[src/esn_cfg.svh]
// Purpose: constants for the external static/NAND bus controller
// Assumes: 125 MHz system clock
// Notes: timing counts are in clock cycles
`ifndef ESN_CFG_SVH
`define ESN_CFG_SVH
`define ESN_DATA_W 16
`define ESN_ADDR_W 24
`define ESN_IO_SPAN_W 14
`define ESN_CYC_W 4
`define ESN_IO_BANKS 3
`define ESN_ST_BANKS 2
`define ESN_NF_BANKS 2
`endif

[src/esn_pkg.sv]
// Purpose: types for the external static/NAND bus controller
// Assumes: esn_cfg.svh constants
// Notes: requests travel as a packed struct
`include "esn_cfg.svh"
package esn_pkg;
	typedef enum logic [1:0] {
		ESN_T_STATIC = 2'b00,
		ESN_T_IO = 2'b01,
		ESN_T_NAND = 2'b10
	} esn_target_t;
	typedef enum logic [1:0] {
		ESN_N_CMD = 2'b00,
		ESN_N_ADDR = 2'b01,
		ESN_N_DATA = 2'b10
	} esn_nphase_t;
	typedef struct packed {
		esn_target_t target;
		esn_nphase_t nphase;
		logic write;
		logic [1:0] bank;
		logic [`ESN_ADDR_W-1:0] addr;
		logic [`ESN_DATA_W-1:0] wdata;
		logic [1:0] byte_en;
	} esn_req_t;
endpackage : esn_pkg
[src/esn_bus_ctrl.sv]
// Purpose: device side of the shared external static, I/O and NAND bus
// Assumes: one request at a time from the internal side; wait and ready/busy pins synchronised here
// Notes: cycle counts come from ports since the control registers lie elsewhere
// Operation
// RL1: Drive and read a 16-bit bidirectional shared data bus.
// RL2: Support 8-bit static and I/O cycles on the low byte lane only.
// RL3: Only one kind of access drives the shared data bus at once.
// RL4: Three I/O banks, each decoding at most 16 kilobytes.
// RL5: One active-low select per I/O bank, only the accessed one asserted.
// RL6: Two static banks with own selects; address mapped under control settings.
// RL7: Static bank 0 may be the boot source for boot fetches.
// RL8: Low wait input stretches the current static or I/O access.
// RL9: Active-low output enable asserted during static and I/O reads.
// RL10: Upper byte write enable only when writing bits 15 to 8.
// RL11: Lower write enable for bits 7 to 0; whole-bus strobe in 8-bit mode.
// RL12: Raise command latch enable while a NAND command byte is driven.
// RL13: Raise address latch enable while NAND address bytes are driven.
// RL14: Two active-low NAND chip enables; only the addressed one asserted.
// RL15: NAND bank 0 may be chosen as boot device instead.
// RL16: Drive a 24-bit address bus shared by static and I/O devices.
// RL17: NAND reads strobe low read enable, writes low write enable.
// RL18: NAND bank holds ready/busy low while busy; wait for high first.
// RL19: At most one chip select among all banks at any time.
`include "esn_cfg.svh"
`timescale 1ns/1ns
`default_nettype none
module esn_bus_ctrl #(
	parameter int DATA_W = `ESN_DATA_W,
	parameter int ADDR_W = `ESN_ADDR_W
) (
	// Clock and reset
	input wire logic clk,
	input wire logic rstn,
	// Configuration
	input wire logic bus_8bit,
	input wire logic boot_mode,
	input wire logic boot_from_nand,
	input wire logic [`ESN_CYC_W-1:0] access_cycles,
	// Internal request side
	input wire logic req_valid,
	input wire esn_pkg::esn_req_t req,
	output logic req_ready,
	output logic rsp_valid,
	output logic [DATA_W-1:0] rsp_rdata,
	// Shared data bus
	input wire logic [DATA_W-1:0] shared_data_bus_in,
	output logic [DATA_W-1:0] shared_data_bus_out,
	output logic shared_data_bus_oe_n,
	// Static and I/O pins
	output logic [ADDR_W-1:0] static_address_bus,
	output logic [`ESN_IO_BANKS-1:0] io_bank_selects_n,
	output logic static_bank1_select_n,
	output logic static_bank0_select_n,
	output logic static_output_enable_n,
	output logic upper_byte_write_n,
	output logic lower_byte_write_n,
	input wire logic ext_wait_n,
	// NAND pins
	output logic flash_command_latch,
	output logic flash_address_latch,
	output logic flash_bank1_enable_n,
	output logic flash_bank0_enable_n,
	output logic flash_read_strobe_n,
	output logic flash_write_strobe_n,
	input wire logic [`ESN_NF_BANKS-1:0] flash_ready_busy_n
);
	//----------------------------------------
	// State
	//----------------------------------------
	typedef enum logic [1:0] {
		ESN_IDLE = 2'b00,
		ESN_BUSY_WAIT = 2'b01,
		ESN_STROBE = 2'b10,
		ESN_DONE = 2'b11
	} esn_state_t;
	esn_state_t state_ff;
	esn_pkg::esn_req_t cur_ff;
	logic [`ESN_CYC_W-1:0] cnt_ff;
	logic wait_s1_ff;
	logic wait_s2_ff;
	logic [`ESN_NF_BANKS-1:0] rb_s1_ff;
	logic [`ESN_NF_BANKS-1:0] rb_s2_ff;
	logic boot_ff;
	logic boot_nand_ff;
	logic [DATA_W-1:0] rdata_ff;
	logic rsp_ff;

	// Wait and ready/busy pins from outside pass two flops first
	always_ff @(posedge clk or negedge rstn) begin
		if (!rstn) begin
			wait_s1_ff <= 1'b1;
			wait_s2_ff <= 1'b1;
			rb_s1_ff <= '1;
			rb_s2_ff <= '1;
		end else begin
			wait_s1_ff <= ext_wait_n;
			wait_s2_ff <= wait_s1_ff;
			rb_s1_ff <= flash_ready_busy_n;
			rb_s2_ff <= rb_s1_ff;
		end
	end

	// Boot strap followed every edge after release, held once boot_mode drops
	always_ff @(posedge clk or negedge rstn) begin
		if (!rstn) begin
			boot_ff <= 1'b1;
			boot_nand_ff <= 1'b0;
		end else begin
			if (boot_ff)
				boot_nand_ff <= boot_from_nand;
			if (!boot_mode)
				boot_ff <= 1'b0;
		end
	end

	//----------------------------------------
	// Bank decode
	//----------------------------------------
	function automatic logic [1:0] eff_bank(input esn_pkg::esn_req_t r, input logic bt,
			input logic bn);
		eff_bank = r.bank;
		if (bt && r.target == esn_pkg::ESN_T_STATIC && bn)
			eff_bank = 2'h0; // RL15
		else if (bt && r.target != esn_pkg::ESN_T_IO)
			eff_bank = 2'h0; // RL7
	endfunction : eff_bank

	function automatic esn_pkg::esn_target_t eff_target(input esn_pkg::esn_req_t r,
			input logic bt, input logic bn);
		eff_target = r.target;
		if (bt && r.target == esn_pkg::ESN_T_STATIC && bn)
			eff_target = esn_pkg::ESN_T_NAND; // RL15
	endfunction : eff_target

	logic nxt_take;
	logic [1:0] nxt_bank;
	esn_pkg::esn_target_t nxt_tgt;
	always_comb begin
		nxt_take = (state_ff == ESN_IDLE) && req_valid;
		nxt_bank = eff_bank(req, boot_ff, boot_nand_ff);
		nxt_tgt = eff_target(req, boot_ff, boot_nand_ff);
	end

	//----------------------------------------
	// Sequencer
	//----------------------------------------
	logic is_nand;
	logic st_8bit;
	always_comb begin
		is_nand = (cur_ff.target == esn_pkg::ESN_T_NAND);
		st_8bit = bus_8bit && !is_nand;
	end

	always_ff @(posedge clk or negedge rstn) begin
		if (!rstn) begin
			state_ff <= ESN_IDLE;
			cur_ff <= '0;
			cnt_ff <= '0;
		end else begin
			unique case (state_ff)
				ESN_IDLE: begin
					if (nxt_take) begin
						cur_ff <= req;
						cur_ff.target <= nxt_tgt;
						cur_ff.bank <= nxt_bank;
						if (nxt_tgt == esn_pkg::ESN_T_IO)
							cur_ff.addr <= {{(`ESN_ADDR_W-`ESN_IO_SPAN_W){1'b0}},
								req.addr[`ESN_IO_SPAN_W-1:0]}; // RL4
						cnt_ff <= access_cycles;
						state_ff <= (nxt_tgt == esn_pkg::ESN_T_NAND) ? ESN_BUSY_WAIT : ESN_STROBE;
					end
				end
				ESN_BUSY_WAIT: begin
					if (rb_s2_ff[cur_ff.bank[0]]) // RL18
						state_ff <= ESN_STROBE;
				end
				ESN_STROBE: begin
					if (cnt_ff != '0)
						cnt_ff <= cnt_ff - 1'b1;
					else if (is_nand || wait_s2_ff) // RL8
						state_ff <= ESN_DONE;
				end
				ESN_DONE: state_ff <= ESN_IDLE;
			endcase
		end
	end

	//----------------------------------------
	// Pin drivers, all registered
	//----------------------------------------
	logic act;
	always_comb act = (state_ff == ESN_STROBE) || (state_ff == ESN_BUSY_WAIT);

	always_ff @(posedge clk or negedge rstn) begin
		if (!rstn) begin
			io_bank_selects_n <= '1;
			static_bank0_select_n <= 1'b1;
			static_bank1_select_n <= 1'b1;
			flash_bank0_enable_n <= 1'b1;
			flash_bank1_enable_n <= 1'b1;
			static_address_bus <= '0;
		end else begin
			// One decoded target only, so selects never overlap
			for (int i = 0; i < `ESN_IO_BANKS; i++)
				io_bank_selects_n[i] <= !(act && cur_ff.target == esn_pkg::ESN_T_IO &&
					cur_ff.bank == 2'(i)); // RL5 RL19
			static_bank0_select_n <= !(act && cur_ff.target == esn_pkg::ESN_T_STATIC &&
				cur_ff.bank == 2'h0); // RL6 RL19
			static_bank1_select_n <= !(act && cur_ff.target == esn_pkg::ESN_T_STATIC &&
				cur_ff.bank == 2'h1); // RL6
			flash_bank0_enable_n <= !(act && is_nand && cur_ff.bank == 2'h0); // RL14
			flash_bank1_enable_n <= !(act && is_nand && cur_ff.bank == 2'h1); // RL14
			static_address_bus <= is_nand ? '0 : cur_ff.addr; // RL16
		end
	end

	logic strobe;
	always_comb strobe = (state_ff == ESN_STROBE);

	always_ff @(posedge clk or negedge rstn) begin
		if (!rstn) begin
			static_output_enable_n <= 1'b1;
			upper_byte_write_n <= 1'b1;
			lower_byte_write_n <= 1'b1;
			flash_command_latch <= 1'b0;
			flash_address_latch <= 1'b0;
			flash_read_strobe_n <= 1'b1;
			flash_write_strobe_n <= 1'b1;
		end else begin
			static_output_enable_n <= !(strobe && !is_nand && !cur_ff.write); // RL9
			upper_byte_write_n <= !(strobe && !is_nand && cur_ff.write && !st_8bit &&
				cur_ff.byte_en[1]); // RL10 RL2
			lower_byte_write_n <= !(strobe && !is_nand && cur_ff.write &&
				(st_8bit || cur_ff.byte_en[0])); // RL11
			flash_command_latch <= strobe && is_nand &&
				cur_ff.nphase == esn_pkg::ESN_N_CMD; // RL12
			flash_address_latch <= strobe && is_nand &&
				cur_ff.nphase == esn_pkg::ESN_N_ADDR; // RL13
			flash_read_strobe_n <= !(strobe && is_nand && !cur_ff.write); // RL17
			flash_write_strobe_n <= !(strobe && is_nand && cur_ff.write); // RL17
		end
	end

	// Data lanes: one owner per access, low lane only for byte-wide buses
	always_ff @(posedge clk or negedge rstn) begin
		if (!rstn) begin
			shared_data_bus_out <= '0;
			shared_data_bus_oe_n <= 1'b1;
		end else begin
			shared_data_bus_oe_n <= !(strobe && cur_ff.write); // RL1 RL3
			shared_data_bus_out <= (is_nand || st_8bit) ?
				{8'h00, cur_ff.wdata[7:0]} : cur_ff.wdata; // RL2
		end
	end

	// Read capture in the done cycle, one after the last strobe; pins are stable by then
	always_ff @(posedge clk or negedge rstn) begin
		if (!rstn) begin
			rdata_ff <= '0;
			rsp_ff <= 1'b0;
			req_ready <= 1'b0;
		end else begin
			rsp_ff <= 1'b0;
			if (state_ff == ESN_DONE) begin
				rsp_ff <= 1'b1;
				if (!cur_ff.write)
					rdata_ff <= (is_nand || st_8bit) ?
						{8'h00, shared_data_bus_in[7:0]} : shared_data_bus_in; // RL1 RL2
			end
			req_ready <= (state_ff == ESN_IDLE) && !nxt_take;
		end
	end
	always_comb begin
		rsp_valid = rsp_ff;
		rsp_rdata = rdata_ff;
	end
endmodule : esn_bus_ctrl
`default_nettype wire

[config.mk]
export PLATFORM = sky130hd
export DESIGN_NAME = esn_bus_ctrl
export DESIGN_NICKNAME = d
export VERILOG_FILES = /design/src/esn_pkg.sv /design/src/esn_bus_ctrl.sv
export VERILOG_INCLUDE_DIRS = /design/src
export SDC_FILE = /design/constraint.sdc
export NUM_CORES = 1
export LEC_CHECK = 0
export BUFFER_PORTS_ARGS = -buffer_cell sky130_fd_sc_hd__buf_2
export CAP_MARGIN = 20
export CORE_ASPECT_RATIO = 1.1
export CORE_MARGIN = 2
export CORE_UTILIZATION = 50
export CTS_BUF_LIST = sky130_fd_sc_hd__clkbuf_4 sky130_fd_sc_hd__clkbuf_8 sky130_fd_sc_hd__clkbuf_16
export DETAILED_ROUTE_END_ITERATION = 12
export PLACE_DENSITY_LB_ADDON = 0.15
export SYNTH_ARGS = -nofsm -noshare
export SYNTH_HDL_FRONTEND = slang
export SYNTH_SLANG_ARGS = --single-unit
[constraint.sdc]
create_clock -name clk -period 3.59 [get_ports clk]
set_input_delay 0.1795 -clock clk [delete_from_list [all_inputs] [get_ports clk]]
set_output_delay 0.1795 -clock clk [all_outputs]
set_load 0.1 [all_outputs]
### Word-level counts from Yosys, hierarchy flattened

Cells that the tools add are included.
Widths: inputs -> output; s select.

* output and inout port bits: 73
* word-level logic and storage cells: 131
* register bits after elaboration: 136
* input bits: 78

* reduce and logical (&&, ||, !) cells: 60
* add/subtract/negate cells: 1
* equality and inequality tests: 16
* muxes and demuxes: 19
* bitwise operators: 1
* magnitude comparators: 1

Operator list (count)
* $mux 24: 2
* $mux 16: 2
* $logic_and 1x1->1: 28
* $logic_not 1->1: 17
* $mux 2: 8
* $eq 2x1->1 const B: 5
* $eq 2x2->1 const B: 5
* $logic_not 2->1: 5
* $mux 4: 2
* $pmux 2 s4: 1
* $pmux 4 s2: 1
* $ne 2x1->1 const B: 3
* $ne 2x2->1 const B: 3
* $logic_or 1x1->1: 4
* $reduce_and 2->1: 2
* $reduce_and 4->1: 1
* $reduce_bool 4->1: 1
* $sub 4x1->4 const B: 1
* $mux 1: 3
* $reduce_and 3->1: 1
* $lt 1x2->1 const B: 1
* $reduce_bool 2->1: 1
* $not 1->1: 1

### Logic depth before layout (Yosys ltp)

Gate-level depths: netlist (run 1).

* word-level depth: 8
* mapped depth: 7
* depth with buffers taken out: 6

### Worst setup path after synthesis (run 1)

Ideal clock, no wire load.

* path type: register to register
* start: reg state_ff[0]
* end: reg cnt_ff[2]
* stages on the path, launching flop included: 8
* clock period less this slack: 1512 ps
* buffers on the path: 1
* arrival: 1386 ps
* data required time: 3464 ps
* setup slack: 2078 ps
* setup time: 126 ps
* cells stage by stage: dfrtp_1 -> inv_1 -> ha_1 -> buf_6 -> mux2_4 -> a21bo_2 -> a21oi_2 -> a2bb2oi_1

* cells in the longest elaborated chain, start to end: 4
* elaborated cells between the ends (all ways): 8
* classes of those cells: eq/ne (3); mux (1); reduce/logical (4)

Ends and longest elaborated chain
* start: declaration: line esn_bus_ctrl.sv:76 `esn_state_t state_ff;`
* start signal: assignment: line esn_bus_ctrl.sv:170 `state_ff <= (nxt_tgt == esn_pkg::ESN_T_NAND) ? ESN_BUSY_WAIT : ESN_STROBE;`
* $logic_not 2->1: line esn_bus_ctrl.sv:139, esn_bus_ctrl.sv:160
* $logic_and 1x1->1: line esn_bus_ctrl.sv:139 `nxt_take = (state_ff == ESN_IDLE) && req_valid;`
* $ne 2x2->1 (no source line)
* $reduce_and 3->1 (no source line)
* end signal: assignment: line esn_bus_ctrl.sv:169 `cnt_ff <= access_cycles;`
* end signal: assignment: line esn_bus_ctrl.sv:179 `cnt_ff <= cnt_ff - 1'b1;`
* end: declaration: line esn_bus_ctrl.sv:78 `` logic [`ESN_CYC_W-1:0] cnt_ff; ``

Several ways; a longest one is shown, not always the timed one.
A chain may end at the register's enable or synchronous reset.

### Final worst setup path (run 1)

* start: reg state_ff[0]
* end: reg cur_ff[21] (netlist name)

* cells in the longest elaborated chain, start to end: 3

Ends and longest elaborated chain
* $logic_not 2->1 (*): line esn_bus_ctrl.sv:139, esn_bus_ctrl.sv:160
* $logic_and 1x1->1: line esn_bus_ctrl.sv:139
* $reduce_and 2->1 (no source line) (*)
* end signal: assignment: line esn_bus_ctrl.sv:163 `cur_ff <= req;`
* end: declaration: line esn_bus_ctrl.sv:77 `esn_pkg::esn_req_t cur_ff;`

Mark *: on every way between the ends. The rest lies on a longest branch, timed or not.

==> run metrics, run 1 <==
Final Max Tran Viols 0; number of remaining DRC errors 0; cell accounting for the most synthesized area dfrtp_1; register area 3430 um^2; Avg Synthesized Cell Area 14.3 um^2; period utilization 63.7%; initial core utilization 51.0%; clk_lat worst skew 500 ps; syn_nets 432; floorplan core area 9750 um^2; CTS resizes 0; clock skew 7.65 ps; Post-synth EDFFs 0; critical path class reg -> reg; Fmax 437 MHz; die footprint 10700 um^2; placed cell area 5820 um^2; Worst setup SP type register; filler instances 640; RSZ-0062 raised after global routing false; GP Congestion 0.747; Worst slew margin 36.5%; Site Rows 38; Synth Cell Area 4970 um^2; min setup slack post-route 1300 ps; ys flop type dfrtp_1; asr flop ratio synth 100%; final WL 10.8 mm; TNS Setup 0 ps; mean routed wirelength per cell 15.2 um; Pre-antenna DRT Iters 4; CP Data Required Time 3980 ps; maximum number of pins on one net before global-route repair 65; worst-path fanout max 41; Die Span X 99.0 um; Max Root-Sink Buffers 2; PortBufs 150; vias in the first global route 3628; commonest non-fill, non-tap cell in the layout buf_2; CTS Buf Count 17; fin crit period 2290 ps; initial antenna violation count 0; commonest cells after routing, fill and taps aside buf_2 (149), dfrtp_1 (116), dlygate4sd3_1 (73); Mapped Cells 348; Setup crit end kind register; CTS tree done; Total GRT Usage 21.1%; # setup viols final 0; Root Driver clkbuf_8; DR vias/cell 4.90; Final #Nets 664; DRT iter0 DRCs 77; Detail Route Antenna Nets 0; ranking of synthesized cells by area dfrtp_1 (58%), dfstp_2 (11%), mux2_2 (10%); H-tree depth 4; Ports 151; antenna fix cells 0; multi-input gate area in the final layout 1430 um^2; run status finished clean; CTS clk-pin slew, worst paths 60 ps; Slowest cell on crit path nand2_2; max_cap viols 0; post-synth cell types 39; share of the synthesized area in the top cell type 58.4%; Clock Sinks 136; grt ovf 0; post-DP HPWL 6.70 mm; Layout area overhead 44.2%; hold_ws 39.6 ps; Final Hold Fails 0; finished layout cell area 7160 um^2; WP data arrival 2680 ps; Seq cells post-synth 136; Worst Tran Pin Value 948 ps; synthesis warning total 0; sequential-to-total area share from yosys stat 69.0%; share of cells above drive strength 1 44.0%; Placement Setup Slack 1290 ps; Max stage delay on crit path 690 ps; CP cell instances inv_1 -> ha_1 -> nand2_2 -> buf_4 -> mux2_2; Die Ht 109 um; Worst Hold Class in -> reg; first-pass GRT wire length 17.4 mm; via count 3493
## worst max-delay path: cells and delay by family, from the launching register on
| family | cells | cell delay, ps |
|---|---|---|
| flops | 1 | 390 |
| mux | 1 | 350 |
| fa+ha+maj | 1 | 260 |
| simple gates | 1 | 690 |
| buf+inv | 2 | 460 |
## layout make-up
class | instances | area share, %
sequential | 136 | 47.9
multi-input combinational | 190 | 20.0
clock inverter | 11 | 2.03
inverter | 9 | 0.472
timing repair buffer | 226 | 21.1
tap | 120 | 2.10
clock buffer | 21 | 6.46
## kinds of logic after synthesis
| logic type | synth area share [%] |
|---|---|
| buf+inv | 2.17 |
| simple gates | 10.2 |
| compound gates | 6.25 |
| mux | 10.9 |
| flops | 69.0 |
| fa+ha+maj | 1.51 |
## cell usage after synthesis, types with 4 or more instances
master   count
nor3_1       4
inv_1        9
dfrtp_1    116
mux2_2      44
nor2_1       5
buf_2        8
a22o_1      10
ha_1         6
o21ai_0     21
dfstp_2     20
and2_1      33
nand2_1     32
## registers in the layout, indices dropped and copies added, names as in the netlist, 2 cells and up
| name | count |
|---|---|
| cnt_ff | 4 |
| cur_ff | 49 |
| io_bank_selects_n | 3 |
| rb_s1_ff | 2 |
| rb_s2_ff | 2 |
| rsp_rdata | 16 |
| shared_data_bus_out | 16 |
| state_ff | 2 |
| static_address_bus | 24 |
## metal layers
| metal | part of all wire [%] | vias up | routed length (um) | GRT usage [%] |
|---|---|---|---|---|
| met3 | 6.2 | 28 | 675 | 7.95 |
| met5 | 0 | - | 0 | 0 |
| met4 | 2.9 | 0 | 314 | 8.22 |
| li1 | - | 1641 | - | - |
| met2 | 51 | 114 | 5490 | 35.1 |
| met1 | 40 | 1710 | 4340 | 25.1 |
## metrics by stage
stage               instances  utilization, %
floorplan                 348               -
detailed placement        608            59.7
global route              713            73.5
global placement          608            59.7
CTS                       713            73.5
finish                    713            73.5
## final timing paths
check	start	to	slack [ps]	cells past startpoint
max in group asynchronous	rstn	static_address_bus[10]$_DFF_PN0_	2480	3
worst min-delay path	access_cycles[2]	cnt_ff[2]$_DFFE_PN0P_	40	3
worst max-delay path	state_ff[0]$_DFFE_PN0P_	cur_ff[21]$_DFFE_PN0P_	1300	5
worst min register to register	wait_s1_ff$_DFF_PN1_	wait_s2_ff$_DFF_PN1_	350	0
worst max register to register	state_ff[0]$_DFFE_PN0P_	cur_ff[21]$_DFFE_PN0P_	1300	5
min in group asynchronous	rstn	static_address_bus[22]$_DFF_PN0_	220	2
## what timing repair did
item / in CTS / in global routing
hold endpoints to repair: 114 / 0
hold buffers: 73 / 0
setup buffers: 0 / 0
Power of run 1 is left out: the tool's default activity adds up to more than one toggle a clock period on the data nets, which glitch-free logic cannot reach.
==> inputs of run 2 (changes only) <==
- ABC_AREA: not set -> 1
- CORE_UTILIZATION: 50 -> 46
- clock period: 3.59 -> 1.85 ns (I/O delays scaled with it)
==> run 2 against run 1 <==
  * Sequential share of layout area shrank 1.1 points
  * Routed wire length up 6.0%
  * Clock skew decreased by 2.4 ps
  * First-iteration DRC count up 6.5%
  * Worst hold slack lost 16 ps
  * Via count grew 14%
  * Maximum frequency rose by 46%
  * Core utilization down 3.3 points
  * Worst setup slack lost 1000 ps
  * Synthesized area is essentially flat
  * Sequential cell count did not move
  * Global-route usage is 0.21 points higher
==> run metrics, run 2 <==
critical path class reg -> reg; RSZ-0062 raised after global routing false; TNS Setup 0 ps; most used cell, CP inv_1; Pre-antenna DRT Iters 4; Biggest register cur_ff; via count 3991; grt ovf 0; initial antenna violation count 1; commonest non-fill, non-tap cell in the layout buf_2; first-pass GRT wire length 18.9 mm; Worst setup SP type register; RR Startpoint state_ff[0]$_DFFE_PN0P_; max reg flops 49; FF-to-FF path depth 7; vias in the first global route 4139; Slowest cell on crit path dfrtp_1; cell accounting for the most synthesized area dfrtp_1; Synth Cell Area 4970 um^2; worst flop-to-flop path endpoint cnt_ff[1]$_DFFE_PN0P_; max_cap viols 0; share of cells above drive strength 1 29.9%; mean routed wirelength per cell 13.1 um; asr flop ratio synth 100%; Mapped Cells 486; Avg Synthesized Cell Area 10.2 um^2; worst setup path endpoint cnt_ff[1]$_DFFE_PN0P_; fin crit period 1570 ps; period utilization 84.8%; Final #Nets 803; run status finished clean; final WL 11.5 mm; maximum number of pins on one net before global-route repair 48; Final Max Tran Viols 0; Post-synth EDFFs 0; Worst Tran Pin Value 602 ps; Final Hold Fails 0; commonest cells after routing, fill and taps aside buf_2 (149), nand2_1 (143), dfrtp_1 (116); Max Root-Sink Buffers 2; clock skew 5.21 ps; min setup slack post-route 281 ps; Max stage delay on crit path 400 ps; Clock Sinks 136; post-synth cell types 25; synthesis warning total 0; DRT iter0 DRCs 82; Site Rows 39; CP Data Required Time 2140 ps; ranking of synthesized cells by area dfrtp_1 (58%), nand2_1 (11%), dfstp_2 (11%); Seq cells post-synth 136; WP data arrival 1860 ps; Root Driver clkbuf_16; ys flop type dfrtp_1; Setup crit end kind register; die footprint 11700 um^2; initial core utilization 47.6%; CP cell instances inv_1 -> ha_2 -> inv_1 -> nand2_1 -> nand3_1 -> inv_1 -> o21ai_0; postcts setup bufs 0; floorplan core area 10400 um^2; Detail Route Antenna Nets 0; Worst slew margin 59.9%; PortBufs 150; most instantiated cells after synthesis nand2_1 (143), dfrtp_1 (116), inv_1 (53); post-DP HPWL 7.49 mm; GP Congestion 0.806; CP Launch Point state_ff[0]$_DFFE_PN0P_; sequential-to-total area share from yosys stat 69.0%; CTS Buf Count 17; clk_lat worst skew 410 ps; Worst R2R Setup Slack 280 ps; Layout area overhead 47.5%; number of remaining DRC errors 0; DR vias/cell 4.56; syn_nets 570; Die Span X 103 um; Total GRT Usage 21.4%; # setup viols final 0; H-tree depth 4; Ports 151; Placement Setup Slack 188 ps; worst-path fanout max 10; CTS clk-pin slew, worst paths 50 ps; CTS tree done; share of the synthesized area in the top cell type 58.4%; Die Ht 113 um; Fmax 637 MHz; Regs by FF count cur_ff (49), static_address_bus (24); cell with the most instances after synthesis nand2_1; Worst Hold Class in -> reg
-- run 2: changes by cell type in the layout (fill, tap and decap cells not counted), moves of 18 or more --
| cell | delta |
|---|---|
| mux2_2 | -43 |
| inv_1 | +43 |
| nand3_1 | +18 |
| nor2_1 | +37 |
| o21ai_0 | +30 |
| and2_1 | -33 |
| nand2_1 | +111 |
-- run 2: timing repair --
item,4_1_cts,5_1_grt
endpoints found under the setup margin,0,2
hold buffers,73,0
endpoints found under the hold margin,152,0
resized for setup,0,1
-- run 2: per-stage QoR --
| stage | cell area (um^2) | hold slack, ps | std cells | util, % |
|---|---|---|---|---|
| after floorplan | 4970 | -203 | 486 | - |
| after global placement | 5920 | 41.7 | 770 | 56.7 |
| after detailed placement | 5920 | 47.2 | 770 | 56.7 |
| after CTS | 7330 | 3.43 | 875 | 70.2 |
| after global routing | 7330 | 41.7 | 876 | 70.2 |
| final | 7330 | 23.7 | 876 | 70.2 |
-- run 2: final cells by class --
cell class / count / area [um^2]
Multi-Input combinational cell: 277 / 1240
Sequential cell: 136 / 3430
Antenna cell: 1 / 2.50
Clock inverter: 7 / 163
Inverter: 55 / 209
Clock buffer: 25 / 517
Fill cell: 793 / 3110
Tap cell: 143 / 179
Timing Repair Buffer: 232 / 1590
-- run 2: worst min path at each step --
stage	startpoint	to	slack, ps	cells after the start
2_1_floorplan	rstn	boot_nand_ff$_DFFE_PN0P_	-200	0
3_3_place_gp	rstn	rsp_rdata[7]$_DFFE_PN0P_	40	1
3_5_place_dp	rstn	rsp_rdata[7]$_DFFE_PN0P_	50	1
4_1_cts	access_cycles[0]	cnt_ff[0]$_DFFE_PN0P_	3	5
5_1_grt	access_cycles[3]	cnt_ff[3]$_DFFE_PN0P_	40	5
6_report	req[48]	cur_ff[48]$_DFFE_PN0P_	20	5
-- run 2: cells by family (layout without fill, tap and decap cells) --
kind of cell | after synthesis | count (layout) | share of synthesized area, %
flops | 136 | 136 | 69.0
simple gates | 214 | 214 | 17.2
mux | 2 | 2 | 0.428
other cells | 0 | 1 | 0
fa+ha+maj | 6 | 6 | 1.51
compound gates | 55 | 55 | 5.74
buf+inv | 73 | 319 | 6.09
-- run 2: layer usage --
| metal | routed length, um | track usage (%) | vias up |
|---|---|---|---|
| li1 | - | - | 1963 |
| met1 | 4780 | 25.3 | 1882 |
| met2 | 5800 | 35.9 | 130 |
| met3 | 686 | 6.36 | 16 |
| met4 | 194 | 8.95 | 0 |
| met5 | 0 | 0 | - |
-- run 2: critical path, delay by kind of cell (launching register included) --
kind            cells  cell delay (ps)
buf+inv             3              390
compound gates      1               90
simple gates        2              240
flops               1              400
fa+ha+maj           1              310
Power of run 2 is left out for the same reason.
